**src/rtl/i2c_slave_map.svh**
```systemverilog
// constants for the two-wire register slave: addresses, codes, filter lengths
// assumes inclusion by the package; the design files that need them do not include it
`ifndef I2C_SLAVE_MAP_SVH
`define I2C_SLAVE_MAP_SVH
`define SLAVE_ADDR        7'h48
`define GENERAL_CALL      8'h00
`define HS_CODE_HI        5'h01
`define FILT_SLOW_CYCLES  4'h4
`define FILT_FAST_CYCLES  4'h1
`define PTR_RESET         8'h00
`endif

```
**src/rtl/i2c_slave_pkg.sv**
```systemverilog
// types shared by the two-wire register slave and its input filter
// assumes the map header is on the include path
`include "i2c_slave_map.svh"
package i2c_slave_pkg;
	typedef enum logic [2:0] {
		ST_IDLE,
		ST_ADDR,
		ST_PTR,
		ST_WDATA,
		ST_RDATA,
		ST_MACK
	} phase_t;

	typedef struct packed {
		logic       we;
		logic [7:0] addr;
		logic [7:0] data;
	} reg_wr_t;

	typedef struct packed {
		logic scl;
		logic sda;
	} line_t;
endpackage : i2c_slave_pkg

```
**src/rtl/line_filter.sv**
```systemverilog
// glitch filter on synchronised scl/sda; length set by speed mode
// assumes inputs already passed two flip-flops on mclk
`timescale 1ns/100ps
module line_filter
	import i2c_slave_pkg::*;
(
	input  wire logic                 mclk,
	input  wire logic                 rst,
	input  wire logic                 hs_mode,
	input  wire i2c_slave_pkg::line_t raw,
	output      i2c_slave_pkg::line_t clean
);
	typedef struct packed {
		line_t      out;
		logic [3:0] cnt_scl;
		logic [3:0] cnt_sda;
	} filt_t;

	filt_t st;
	filt_t next_st;
	logic [3:0] limit;

	always_comb begin
		limit = hs_mode ? `FILT_FAST_CYCLES : `FILT_SLOW_CYCLES;
		next_st = st;
		if (raw.scl == st.out.scl)
			next_st.cnt_scl = 4'h0;
		else if (st.cnt_scl + 4'h1 >= limit) begin
			next_st.out.scl = raw.scl;
			next_st.cnt_scl = 4'h0;
		end else
			next_st.cnt_scl = st.cnt_scl + 4'h1;
		if (raw.sda == st.out.sda)
			next_st.cnt_sda = 4'h0;
		else if (st.cnt_sda + 4'h1 >= limit) begin
			next_st.out.sda = raw.sda;
			next_st.cnt_sda = 4'h0;
		end else
			next_st.cnt_sda = st.cnt_sda + 4'h1;
	end

	always_ff @(posedge mclk) begin
		if (rst)
			st <= '{out: '{scl: 1'b1, sda: 1'b1}, cnt_scl: 4'h0, cnt_sda: 4'h0};
		else
			st <= next_st;
	end

	assign clean = st.out;
endmodule : line_filter

```
**src/rtl/i2c_reg_slave.sv**
```systemverilog
// two-wire slave giving a bus master byte access to 8-bit registers
// assumes scl/sda come from pins; register storage lives outside
`timescale 1ns/100ps
// How it works
// answer only address 0x48; write byte 0x90, read byte 0x91
// never drive scl low; no clock stretching at all
// all-zero general call byte is left unacknowledged
// same protocol at every rate up to 1MHz
// filters set to slow mode at reset and after each stop
// high-speed master code switches the filters to fast mode
// byte 0000_1xxx is not acknowledged; fast mode holds until stop
// start, write address, pointer byte; both acknowledged
// acknowledge write data, commit it on next sda rising edge
// further write bytes go to successive registers
// final ack or nack on a write leaves written data intact
// repeated start keeps the filter setting
// read address after repeated start; send pointed register's byte
// master ends single read with nack then stop or restart
// keep sending while master acks; release on nack
// stop leaves the register pointer unchanged
// eight bits msb first, then one acknowledge bit
// every pointer value is acknowledged
// after stop or wrong address, ignore scl until next start
// pointer steps by one after each data byte
module i2c_reg_slave
	import i2c_slave_pkg::*;
(
	input  wire logic                   mclk,
	input  wire logic                   rst,
	input  wire logic                   scl_in,
	input  wire logic                   sda_in,
	output      logic                   scl_out,
	output      logic                   scl_oe,
	output      logic                   sda_out,
	output      logic                   sda_oe,
	output      i2c_slave_pkg::reg_wr_t reg_wr,
	output      logic [7:0]             reg_rd_addr,
	input  wire logic [7:0]             reg_rd_data,
	output      logic                   hs_mode
);
	typedef struct packed {
		line_t      sync1;
		line_t      sync2;
		line_t      prev;
		phase_t     phase;
		logic [3:0] bitn;
		logic [7:0] shreg;
		logic [7:0] ptr;
		logic       rd;
		logic       ack_drv;
		logic       wr_pend;
		logic [7:0] wr_data;
		logic [7:0] wr_addr;
		reg_wr_t    wr;
		logic       hs;
		logic       sda_o;
	} slv_t;

	slv_t  st;
	slv_t  next_st;
	line_t clean;
	logic  start_det;
	logic  stop_det;
	logic  scl_rise;
	logic  scl_fall;
	logic  sda_rise;

	function automatic logic is_hs_code(input logic [7:0] b);
		is_hs_code = (b[7:3] == `HS_CODE_HI);
	endfunction : is_hs_code

	line_filter u_filt (
		.mclk    (mclk),
		.rst     (rst),
		.hs_mode (st.hs),
		.raw     (st.sync2),
		.clean   (clean)
	);

	always_comb begin
		start_det = st.prev.scl && clean.scl && st.prev.sda && !clean.sda;
		stop_det  = st.prev.scl && clean.scl && !st.prev.sda && clean.sda;
		scl_rise  = !st.prev.scl && clean.scl;
		scl_fall  = st.prev.scl && !clean.scl;
		sda_rise  = !st.prev.sda && clean.sda;
		next_st = st;
		next_st.sync1.scl = scl_in;
		next_st.sync1.sda = sda_in;
		next_st.sync2 = st.sync1;
		next_st.prev = clean;
		next_st.wr.we = 1'b0;
		// commit on the next sda rising edge, stop or start, whatever the last ack was
		if (st.wr_pend && (sda_rise || stop_det || start_det)) begin
			next_st.wr.we   = 1'b1;
			next_st.wr.addr = st.wr_addr;
			next_st.wr.data = st.wr_data;
			next_st.wr_pend = 1'b0;
		end
		if (stop_det) begin
			next_st.phase   = ST_IDLE;
			next_st.hs      = 1'b0;
			next_st.sda_o   = 1'b1;
			next_st.ack_drv = 1'b0;
			// pointer deliberately untouched R16
		end else if (start_det) begin
			next_st.phase   = ST_ADDR;
			next_st.bitn    = 4'h0;
			next_st.sda_o   = 1'b1;
			next_st.ack_drv = 1'b0;
		end else if (st.phase != ST_IDLE) begin
			if (scl_rise && !st.ack_drv && st.bitn < 4'h8) begin
				next_st.shreg = {st.shreg[6:0], clean.sda};
				next_st.bitn  = st.bitn + 4'h1;
			end else if (scl_rise && st.bitn == 4'h8 && st.phase == ST_MACK) begin
				if (clean.sda)
					next_st.phase = ST_IDLE;
				else
					next_st.phase = ST_RDATA;
			end else if (scl_fall && st.bitn == 4'h8 && !st.ack_drv) begin
				next_st.sda_o = 1'b1;
				case (st.phase)
				ST_ADDR: begin
					if (st.shreg[7:1] == `SLAVE_ADDR) begin
						next_st.sda_o   = 1'b0;
						next_st.ack_drv = 1'b1;
						next_st.rd      = st.shreg[0];
					end else if (st.shreg == `GENERAL_CALL)
						next_st.phase = ST_IDLE;
					else if (is_hs_code(st.shreg)) begin
						next_st.hs    = 1'b1;
						next_st.phase = ST_IDLE;
					end else
						next_st.phase = ST_IDLE;
				end
				ST_PTR, ST_WDATA: begin
					next_st.sda_o   = 1'b0;
					next_st.ack_drv = 1'b1;
				end
				ST_RDATA: begin
					next_st.phase = ST_MACK;
					next_st.ptr   = st.ptr + 8'h01;
				end
				default: next_st.phase = ST_IDLE;
				endcase
			end else if (scl_fall && st.ack_drv) begin
				next_st.ack_drv = 1'b0;
				next_st.bitn    = 4'h0;
				next_st.sda_o   = 1'b1;
				case (st.phase)
				ST_ADDR: begin
					if (st.rd) begin
						next_st.phase = ST_RDATA;
						next_st.shreg = reg_rd_data;
						next_st.sda_o = reg_rd_data[7];
					end else
						next_st.phase = ST_PTR;
				end
				ST_PTR: begin
					next_st.ptr   = st.shreg;
					next_st.phase = ST_WDATA;
				end
				ST_WDATA: begin
					next_st.wr_pend = 1'b1;
					next_st.wr_addr = st.ptr;
					next_st.wr_data = st.shreg;
					next_st.ptr     = st.ptr + 8'h01;
				end
				default: next_st.phase = ST_IDLE;
				endcase
			end else if (scl_fall && st.phase == ST_RDATA && st.bitn < 4'h8) begin
				next_st.sda_o = st.shreg[7 - st.bitn[2:0]];
			end
			// read byte done on falling edge: bit count stays at 8
			if (scl_fall && st.phase == ST_RDATA && st.bitn == 4'h8
			    && next_st.phase == ST_RDATA && !st.ack_drv) begin
				next_st.bitn = 4'h8;
			end
		end
		if (st.phase == ST_RDATA && scl_rise && st.bitn < 4'h8)
			next_st.shreg = st.shreg; // transmitter keeps its byte
		if (st.phase == ST_MACK && scl_rise && !clean.sda) begin
			next_st.bitn  = 4'h0;
			next_st.shreg = reg_rd_data;
		end
		if (st.phase == ST_RDATA && st.bitn == 4'h0 && st.prev.scl == 1'b0
		    && st.sda_o != st.shreg[7] && !st.ack_drv)
			next_st.sda_o = st.shreg[7];
		if (st.phase == ST_RDATA && scl_rise && st.bitn < 4'h8)
			next_st.bitn = st.bitn + 4'h1;
	end

	always_ff @(posedge mclk) begin
		if (rst) begin
			st         <= '0;
			st.sync1   <= '{scl: 1'b1, sda: 1'b1};
			st.sync2   <= '{scl: 1'b1, sda: 1'b1};
			st.prev    <= '{scl: 1'b1, sda: 1'b1};
			st.phase   <= ST_IDLE;
			st.ptr     <= `PTR_RESET;
			st.sda_o   <= 1'b1;
		end else
			st <= next_st;
	end

	always_comb begin
		scl_out     = 1'b1;
		scl_oe      = 1'b0;
		sda_out     = 1'b0;
		sda_oe      = !st.sda_o;
		reg_wr      = st.wr;
		reg_rd_addr = st.ptr;
		hs_mode     = st.hs;
	end

	property p_no_stretch;
		@(posedge mclk) disable iff (rst) !scl_oe;
	endproperty
	a_no_stretch: assert property (p_no_stretch)
		else $error("scl driven");

	property p_stop_slow;
		@(posedge mclk) disable iff (rst) stop_det |=> !hs_mode;
	endproperty
	a_stop_slow: assert property (p_stop_slow)
		else $error("hs kept after stop");

	property p_stop_ptr;
		@(posedge mclk) disable iff (rst)
			stop_det && !st.wr_pend |=> $stable(reg_rd_addr);
	endproperty
	a_stop_ptr: assert property (p_stop_ptr)
		else $error("pointer moved on stop");

	property p_idle_quiet;
		@(posedge mclk) disable iff (rst)
			st.phase == ST_IDLE && !start_det |=> st.phase == ST_IDLE;
	endproperty
	a_idle_quiet: assert property (p_idle_quiet)
		else $error("left idle without start");

	property p_write_once;
		@(posedge mclk) disable iff (rst) reg_wr.we |=> !reg_wr.we;
	endproperty
	a_write_once: assert property (p_write_once)
		else $error("double commit");

	// general call must end the frame with sda released
	property p_gc_nack;
		@(posedge mclk) disable iff (rst)
			st.phase == ST_ADDR && scl_fall && st.bitn == 4'h8
			&& !st.ack_drv && st.shreg == `GENERAL_CALL |=> !sda_oe;
	endproperty
	a_gc_nack: assert property (p_gc_nack)
		else $error("general call acked");

	property p_hs_entry;
		@(posedge mclk) disable iff (rst)
			st.phase == ST_ADDR && scl_fall && st.bitn == 4'h8
			&& !st.ack_drv && is_hs_code(st.shreg) |=> hs_mode && !sda_oe;
	endproperty
	a_hs_entry: assert property (p_hs_entry)
		else $error("hs code not taken");
endmodule : i2c_reg_slave

```
**config.mk**
```make
export PLATFORM = sky130hd
export DESIGN_NAME = i2c_reg_slave
export DESIGN_NICKNAME = d
export VERILOG_FILES = /design/src/rtl/i2c_slave_pkg.sv /design/src/rtl/line_filter.sv /design/src/rtl/i2c_reg_slave.sv
export VERILOG_INCLUDE_DIRS = /design/src /design/src/rtl
export SDC_FILE = /design/constraint.sdc
export NUM_CORES = 1
export LEC_CHECK = 0
export ABC_AREA = 1
export BUFFER_PORTS_ARGS = -buffer_cell sky130_fd_sc_hd__buf_2
export CORE_MARGIN = 1
export CORE_UTILIZATION = 64
export CTS_CLUSTER_DIAMETER = 120
export DETAILED_ROUTE_END_ITERATION = 10
export HOLD_SLACK_MARGIN = 0.06
export PLACE_DENSITY_LB_ADDON = 0.05
export SLEW_MARGIN = 5
export SYNTH_ARGS = -nofsm -noshare
export SYNTH_HDL_FRONTEND = slang
export SYNTH_SLANG_ARGS = --single-unit
```
**constraint.sdc**
```tcl
create_clock -name mclk -period 4.6 [get_ports mclk]
set_clock_uncertainty 0.05 [all_clocks]
set_input_delay 0 -clock mclk [delete_from_list [all_inputs] [get_ports mclk]]
set_output_delay 0 -clock mclk [all_outputs]
set_load 0.05 [all_outputs]
```
==> results of run 1 <==
## kinds of logic after synthesis
group / count (synthesis) / share of synthesized area, %
XOR/XNOR: 7 / 1.49
AND/OR/NAND/NOR: 266 / 29.3
adder cells (fa/ha/maj): 9 / 2.73
other: 2 / 0.182
AO/OA/AOI/OAI: 117 / 15.5
buffers and inverters: 114 / 13.5
flip-flops: 77 / 37.4
## power groups by stage
stage / Sequential (uW) / Clock [uW] / Combinational, uW
detailed placement: 699 / 0 / 92.3
floorplan: 696 / 0 / 74.9
global route: 684 / 587 / 113
finish: 684 / 560 / 102
CTS: 683 / 560 / 99.5
global placement: 699 / 0 / 90.8
## through the flow
stage / hold slack (ns) / area (um^2)
2_1_floorplan: 0.0538 / 4140
3_3_place_gp: 0.133 / 4130
3_5_place_dp: 0.134 / 4130
4_1_cts: 0.0758 / 4440
5_1_grt: 0.128 / 4440
6_report: 0.0815 / 4440
## cell type report
class                      count  area (um^2)
tap                           75         93.8
clock buffer                   9          124
clock inverter                 6         86.3
fill                         544         1620
timing repair buffer          48          290
sequential                    77         1540
inverter                      70          264
multi-input combinational    404         2040
## worst max-delay path, delay by kind of cell (launching register included)
kind,cells,cell delay [ns]
buffers and inverters,1,0.22
DFF,1,0.52
AOI/OAI and AO/OA,2,0.26
and+or+nand+nor,2,1.00
## state kept, by name, indices dropped and copies added, names as in the netlist
register      cells
st               39
reg_rd_addr       8
reg_wr           17
u_filt.st         8
next_st           2
u_filt.clean      2
hs_mode           1
## final timing paths
path | end | slack [ns] | cells after the start
setup / recovery | st[19] | 2.42 | 5
hold / removal | st[54] | 0.08 | 2
setup reg to reg | st[19] | 2.42 | 5
hold reg to reg | st[63] | 0.36 | 1
## cells in the mapped netlist (all sizes together) (7+ instances only)
| master | number |
|---|---|
| clkbuf | 7 |
| inv | 69 |
| nor3 | 9 |
| o21ai | 62 |
| nand3 | 31 |
| buf | 37 |
| o211ai | 8 |
| nand2 | 101 |
| ha | 9 |
| nor2 | 102 |
| nand4 | 10 |
| dfxtp | 77 |
| a21oi | 34 |
| a211oi | 8 |
## metal layers
metal  track usage (%)  routed length (um)
met4              14.6                 244
met5                 0                   0
met2              50.1                4480
met3              4.73                 554
met1              36.4                4100
## timing repair
action                     CTS  global route
hold buffers                10             0
gates resized for setup      0             0
hold endpoints to repair    10             0
setup endpoints to repair    0             0
==> summary.md, run 1 <==
| Metric | Value |
|---|---|
| PnR worst setup slack | `2.42 ns` |
| Clock share of power | `41.6%` |
| Top-area cell type share of the netlist area | `37.4%` |
| Final worst-path cycle share | `47.5%` |
| Post-Route Utilization | `73.2%` |
| Worst-Margin Slew | `1.08 ns` |
| PortBufs | `38` |
| Skew-Pair Late Insertion Delay | `0.36 ns` |
| Total power | `1350 uW` |
| Max Root-Sink Buffers | `2` |
| Critical path origin | `st[62]` |
| Hold Path Class | `in2reg` |
| Crit-path max cell delay | `0.74 ns` |
| Gate Count Post-Synth | `592` |
| Period minus WS final | `2.18 ns` |
| Clock Sinks | `77` |
| Initial DRC Count | `239` |
| Root buffer cell | `clkbuf_8` |
| Synth area leader | `dfxtp_1` |
| Power per standard cell area | `303 mW/mm^2` |
| Crit Path Class | `reg2reg` |
| H-tree levels | `3` |
| Ant diodes | `0` |
| Final hold vios | `0` |
| Final WL | `9.37 mm` |
| Clock transition at path regs | `0.08 ns` |
| First-pass GRT wire length | `15.2 mm` |
| Final setup fails | `0` |
| Crit-path slowest cell | `nor2_2` |
| Cell-by-cell trace of the critical path | `nand3_4 -> nor2_2 -> inv_2 -> o21ai_0 -> a21oi_1` |
| Die extent in x | `82.3 um` |
| Core footprint | `0.00606 mm^2` |
| Die ar. | `0.00677 mm^2` |
| Status | `complete, no violations` |
| Synth top area cells | `dfxtp_1 37%, nor2_1 8.8%, nand2_1 8.5%, buf_4 5.5%, o21ai_0 5.2%` |
| Reg power frac | `50.8%` |
| Ports | `42` |
| Slew HR | `27.9%` |
| Final #Nets | `631` |
| Slew Limit Fails | `0` |
| Grt total ovfl | `0` |
| Die height | `82.3 um` |
| DRC viols | `0` |
| Post-synthesis sequential area ratio | `37.4%` |
| CP Capture Type | `register` |
| Num rows | `28` |
| Sw frac | `25.0%` |
| Max_cap viols | `0` |
| Drt wl/cell | `13.6 um` |
| Worst vdd ir | `0.000245 V` |
| Main flop type after synthesis | `dfxtp_1` |
| Initial Utilization | `68.1%` |
| Synth cell types | `39` |
| Fraction of layout cells with a size suffix above 1 | `15.0%` |
| DRT antenna net count | `0` |
| Setup Buffers After CTS | `0` |
| Pin count of the biggest net entering global routing | `40` |
| Ys Warns | `0` |
| Worst EP arrival | `2.37 ns` |
| Sw Pwr | `337 uW` |
| Fmax | `458 MHz` |
| HPWL Detailed | `6.44 mm` |
| Crit path required time | `4.79 ns` |
| Yosys reg bits | `77` |
| Most common cell after layout, fill and taps aside | `nor2_1` |
| P_int | `1010 uW` |
| Pre-CTS setup slack | `2.46 ns` |
| CP startpoint kind | `register` |
| TritonRoute pass-1 iters | `5` |
| Setup TNS | `0 ns` |
| Area Growth Syn to Fin | `7.58%` |
| CTS tree | `yes` |
| Placed Cells | `664` |
| Min-delay src | `rst` |
| Async set-or-reset flop fraction in the synthesized netlist | `0%` |
| Most frequent cells in the layout | `97 x nor2_1, 93 x nand2_1, 77 x dfxtp_1` |
| Syn avg cell area | `6.97 um^2` |
| Drt via density | `5.55` |
| Combinational share of power | `7.6%` |
| Total number of vias | `3822` |
| Leakage | `0.00207 uW` |
| Number of global-route vias before repair | `3350` |
| All-Layer GR Usage | `29.6%` |
| Cell Area, Synth | `0.00413 mm^2` |
| Crit Reg-Reg Startpoint | `st[62]` |
| Antenna violations before repair | `0` |
| CTS Buf Count | `9` |
| Post-synth EDFFs | `0` |
| RSZ-0062 raised after global routing | `no` |
| Worst Path Max Fanout | `23` |
| Final RePlAce weighted congestion | `0.888` |
| Cell Count, Final, Fillers Out | `689` |
Note: power is estimated with default switching activity, not from simulation.
==> run 2, diff against run 1 <==
--- a/config.mk
+++ b/config.mk
@@ -9,7 +9,7 @@
 export ABC_AREA = 1
 export BUFFER_PORTS_ARGS = -buffer_cell sky130_fd_sc_hd__buf_2
 export CORE_MARGIN = 1
-export CORE_UTILIZATION = 64
+export CORE_UTILIZATION = 53
 export CTS_CLUSTER_DIAMETER = 120
 export DETAILED_ROUTE_END_ITERATION = 10
 export HOLD_SLACK_MARGIN = 0.06
==> constraint.sdc (replaced) <==
create_clock -name mclk -period 1.8 [get_ports mclk]
set_clock_uncertainty 0.05 [all_clocks]
set_input_delay 0 -clock mclk [delete_from_list [all_inputs] [get_ports mclk]]
set_output_delay 0 -clock mclk [all_outputs]
set_load 0.05 [all_outputs]
==> summary.md, run 2 (same netlist as run 1, synthesis figures left out) <==
| Metric | Value |
|---|---|
| Status | `complete, but fails checks (was complete, no violations)` |
| Failing checks | `negative setup slack` |
| Initial Utilization | `56.0% (was 68.1%)` |
| CP Capture Type | `register (unchanged)` |
| Hold slack | `0.0633 ns (was 0.0815 ns)` |
| Die height | `90.2 um (was 82.3 um)` |
| Clock transition at path regs | `0.08 ns (about the same)` |
| Max_cap viols | `0 (unchanged)` |
| Max Root-Sink Buffers | `2 (unchanged)` |
| Max reg flops | `39 (unchanged)` |
| Pin count of the biggest net entering global routing | `23 (was 40)` |
| Die extent in x | `90.2 um (was 82.3 um)` |
| Worst Path Max Fanout | `3 (was 23)` |
| Total number of vias | `3800 (was 3822)` |
| Power per standard cell area | `694 mW/mm^2 (was 303 mW/mm^2)` |
| Grt total ovfl | `0 (unchanged)` |
| Cell Count, Final, Fillers Out | `735 (was 689)` |
| Most frequent cells in the layout | `96 x nor2_1, 90 x nand2_1, 68 x dfxtp_1 (was 97 x nor2_1, 93 x nand2_1, 77 x dfxtp_1)` |
| Cell-by-cell trace of the critical path | `ha_4 -> or2_4 -> nand2_4 -> ha_4 -> a21boi_4 -> nor3_2 -> o211ai_1 -> a21oi_1 (was nand3_4 -> nor2_2 -> inv_2 -> o21ai_0 -> a21oi_1)` |
| Cell Area, Placed | `0.00435 mm^2 (was 0.00413 mm^2)` |
| Crit Path Class | `reg2reg (unchanged)` |
| Final setup fails | `1 (was 0)` |
| Drt via density | `5.17 (was 5.55)` |
| HPWL Detailed | `6.77 mm (was 6.44 mm)` |
| Crit-path max cell delay | `0.34 ns (was 0.74 ns)` |
| Ant diodes | `0 (unchanged)` |
| Final worst-path cycle share | `102% (was 47.5%)` |
| DRT antenna net count | `0 (unchanged)` |
| CP startpoint kind | `register (unchanged)` |
| Final hold vios | `0 (unchanged)` |
| DRC viols | `0 (unchanged)` |
| Clock Sinks | `77 (unchanged)` |
| Crit path required time | `2.02 ns (was 4.79 ns)` |
| Most common cell after layout, fill and taps aside | `nor2_1 (unchanged)` |
| Pre-CTS setup slack | `-0.0876 ns (was 2.46 ns)` |
| Leakage | `0.00218 uW (was 0.00207 uW)` |
| Worst EP arrival | `2.06 ns (was 2.37 ns)` |
| Slew Limit Fails | `0 (unchanged)` |
| Drt wl/cell | `13.1 um (was 13.6 um)` |
| Worst vdd ir | `0.000392 V (was 0.000245 V)` |
| Crit-path slowest cell | `dfxtp_2 (was nor2_2)` |
| Hold Path Class | `in2reg (unchanged)` |
| RSZ-0062 raised after global routing | `yes (was no)` |
| PnR worst setup slack | `-0.0440 ns (was 2.42 ns)` |
| Final RePlAce weighted congestion | `0.851 (was 0.888)` |
| PortBufs | `38 (unchanged)` |
| Antenna violations before repair | `0 (unchanged)` |
| First-pass GRT wire length | `16.2 mm (was 15.2 mm)` |
| Initial DRC Count | `206 (was 239)` |
| Final #Nets | `654 (was 631)` |
| Skew-Pair Late Insertion Delay | `0.35 ns (was 0.36 ns)` |
| Number of global-route vias before repair | `3486 (was 3350)` |
| Die ar. | `0.00814 mm^2 (was 0.00677 mm^2)` |
| Most used cell, CP | `ha_4` |
| Largest Register | `st (unchanged)` |
| Fmax | `542 MHz (was 458 MHz)` |
| Root buffer cell | `clkbuf_8 (unchanged)` |
| CTS tree | `yes (unchanged)` |
| WP buf/inv | `0 (was 1)` |
| Fraction of layout cells with a size suffix above 1 | `21.4% (was 15.0%)` |
| Final WL | `9.63 mm (was 9.37 mm)` |
| Delay-heaviest family, CP | `simple AND/OR/NAND/NOR gates (unchanged)` |
| Core footprint | `0.00737 mm^2 (was 0.00606 mm^2)` |
| All-Layer GR Usage | `24.4% (was 29.6%)` |
| TritonRoute pass-1 iters | `5 (unchanged)` |
| H-tree levels | `3 (unchanged)` |
| Placed Cells | `710 (was 664)` |
| Num rows | `31 (was 28)` |
| Ports | `42 (unchanged)` |
| Area Growth Syn to Fin | `14.9% (was 7.58%)` |
| CTS Buf Count | `9 (unchanged)` |
| Final instance area | `0.00474 mm^2 (was 0.00444 mm^2)` |
| Period minus WS final | `1.84 ns (was 2.18 ns)` |
## run 2: changes by cell type in the layout (fill, tap and decap cells not counted), sizes merged
cell,change
buf,+24
bufinv,-1
clkinv,+2
clkinvlp,-1
dlygate4sd3,-1
inv,-1
## run 2: routing by layer
layer  GRT usage [%]  vias up  share of wire [%]
met5               0        -                  0
met4            9.81        0                1.8
met3            3.13       17                4.0
met2            41.1      103                 48
met1            31.6     1716                 47
li1                -     1964                  -
## run 2: path summary, 6_finish.rpt
check,from,to,slack (ns),cells past startpoint
setup / recovery,u_filt.st[1],u_filt.st[2],-0.04,8
hold / removal,reg_rd_data[7],st[53],0.06,5
setup reg to reg,u_filt.st[1],u_filt.st[2],-0.04,8
hold reg to reg,next_st[63],st[63],0.36,1
## run 2: through the flow
step	setup TNS (ns)	util, %	power, uW
detailed placement	-0.198	59.0	2050
global route	-0.275	64.3	3410
floorplan	0	-	1970
CTS	-0.0200	63.0	3300
finish	-0.0440	64.3	3290
global placement	0	59.0	2040
## run 2: final cells by class
cell class	instances	area, um^2
multi-input combinational	404	2150
tap	99	124
timing repair buffer	71	473
sequential	77	1550
clock buffer	9	124
fill	673	2630
inverter	70	264
clock inverter	5	53.8
## run 2: what timing repair did
action / CTS / global route
setup endpoints to repair: 7 / 23
hold endpoints to repair: 12 / 0
gates resized for setup: 5 / 22
hold buffers: 9 / 0
pin swaps: 3 / 9
gates cloned: 0 / 0
buffers inserted: 2 / 0
## run 2: worst reg2reg max path: stages, from the launching register on
cell	delay, ns
dfxtp_2	0.34
ha_4	0.15
or2_4	0.24
nand2_4	0.07
ha_4	0.19
a21boi_4	0.14
nor3_2	0.22
o211ai_1	0.17
a21oi_1	0.19
## run 2: power by group
part           switching (uW)  internal, uW  total [uW]
sequential               22.9          1720        1750
combinational             186           105         290
clock                     634           620        1250
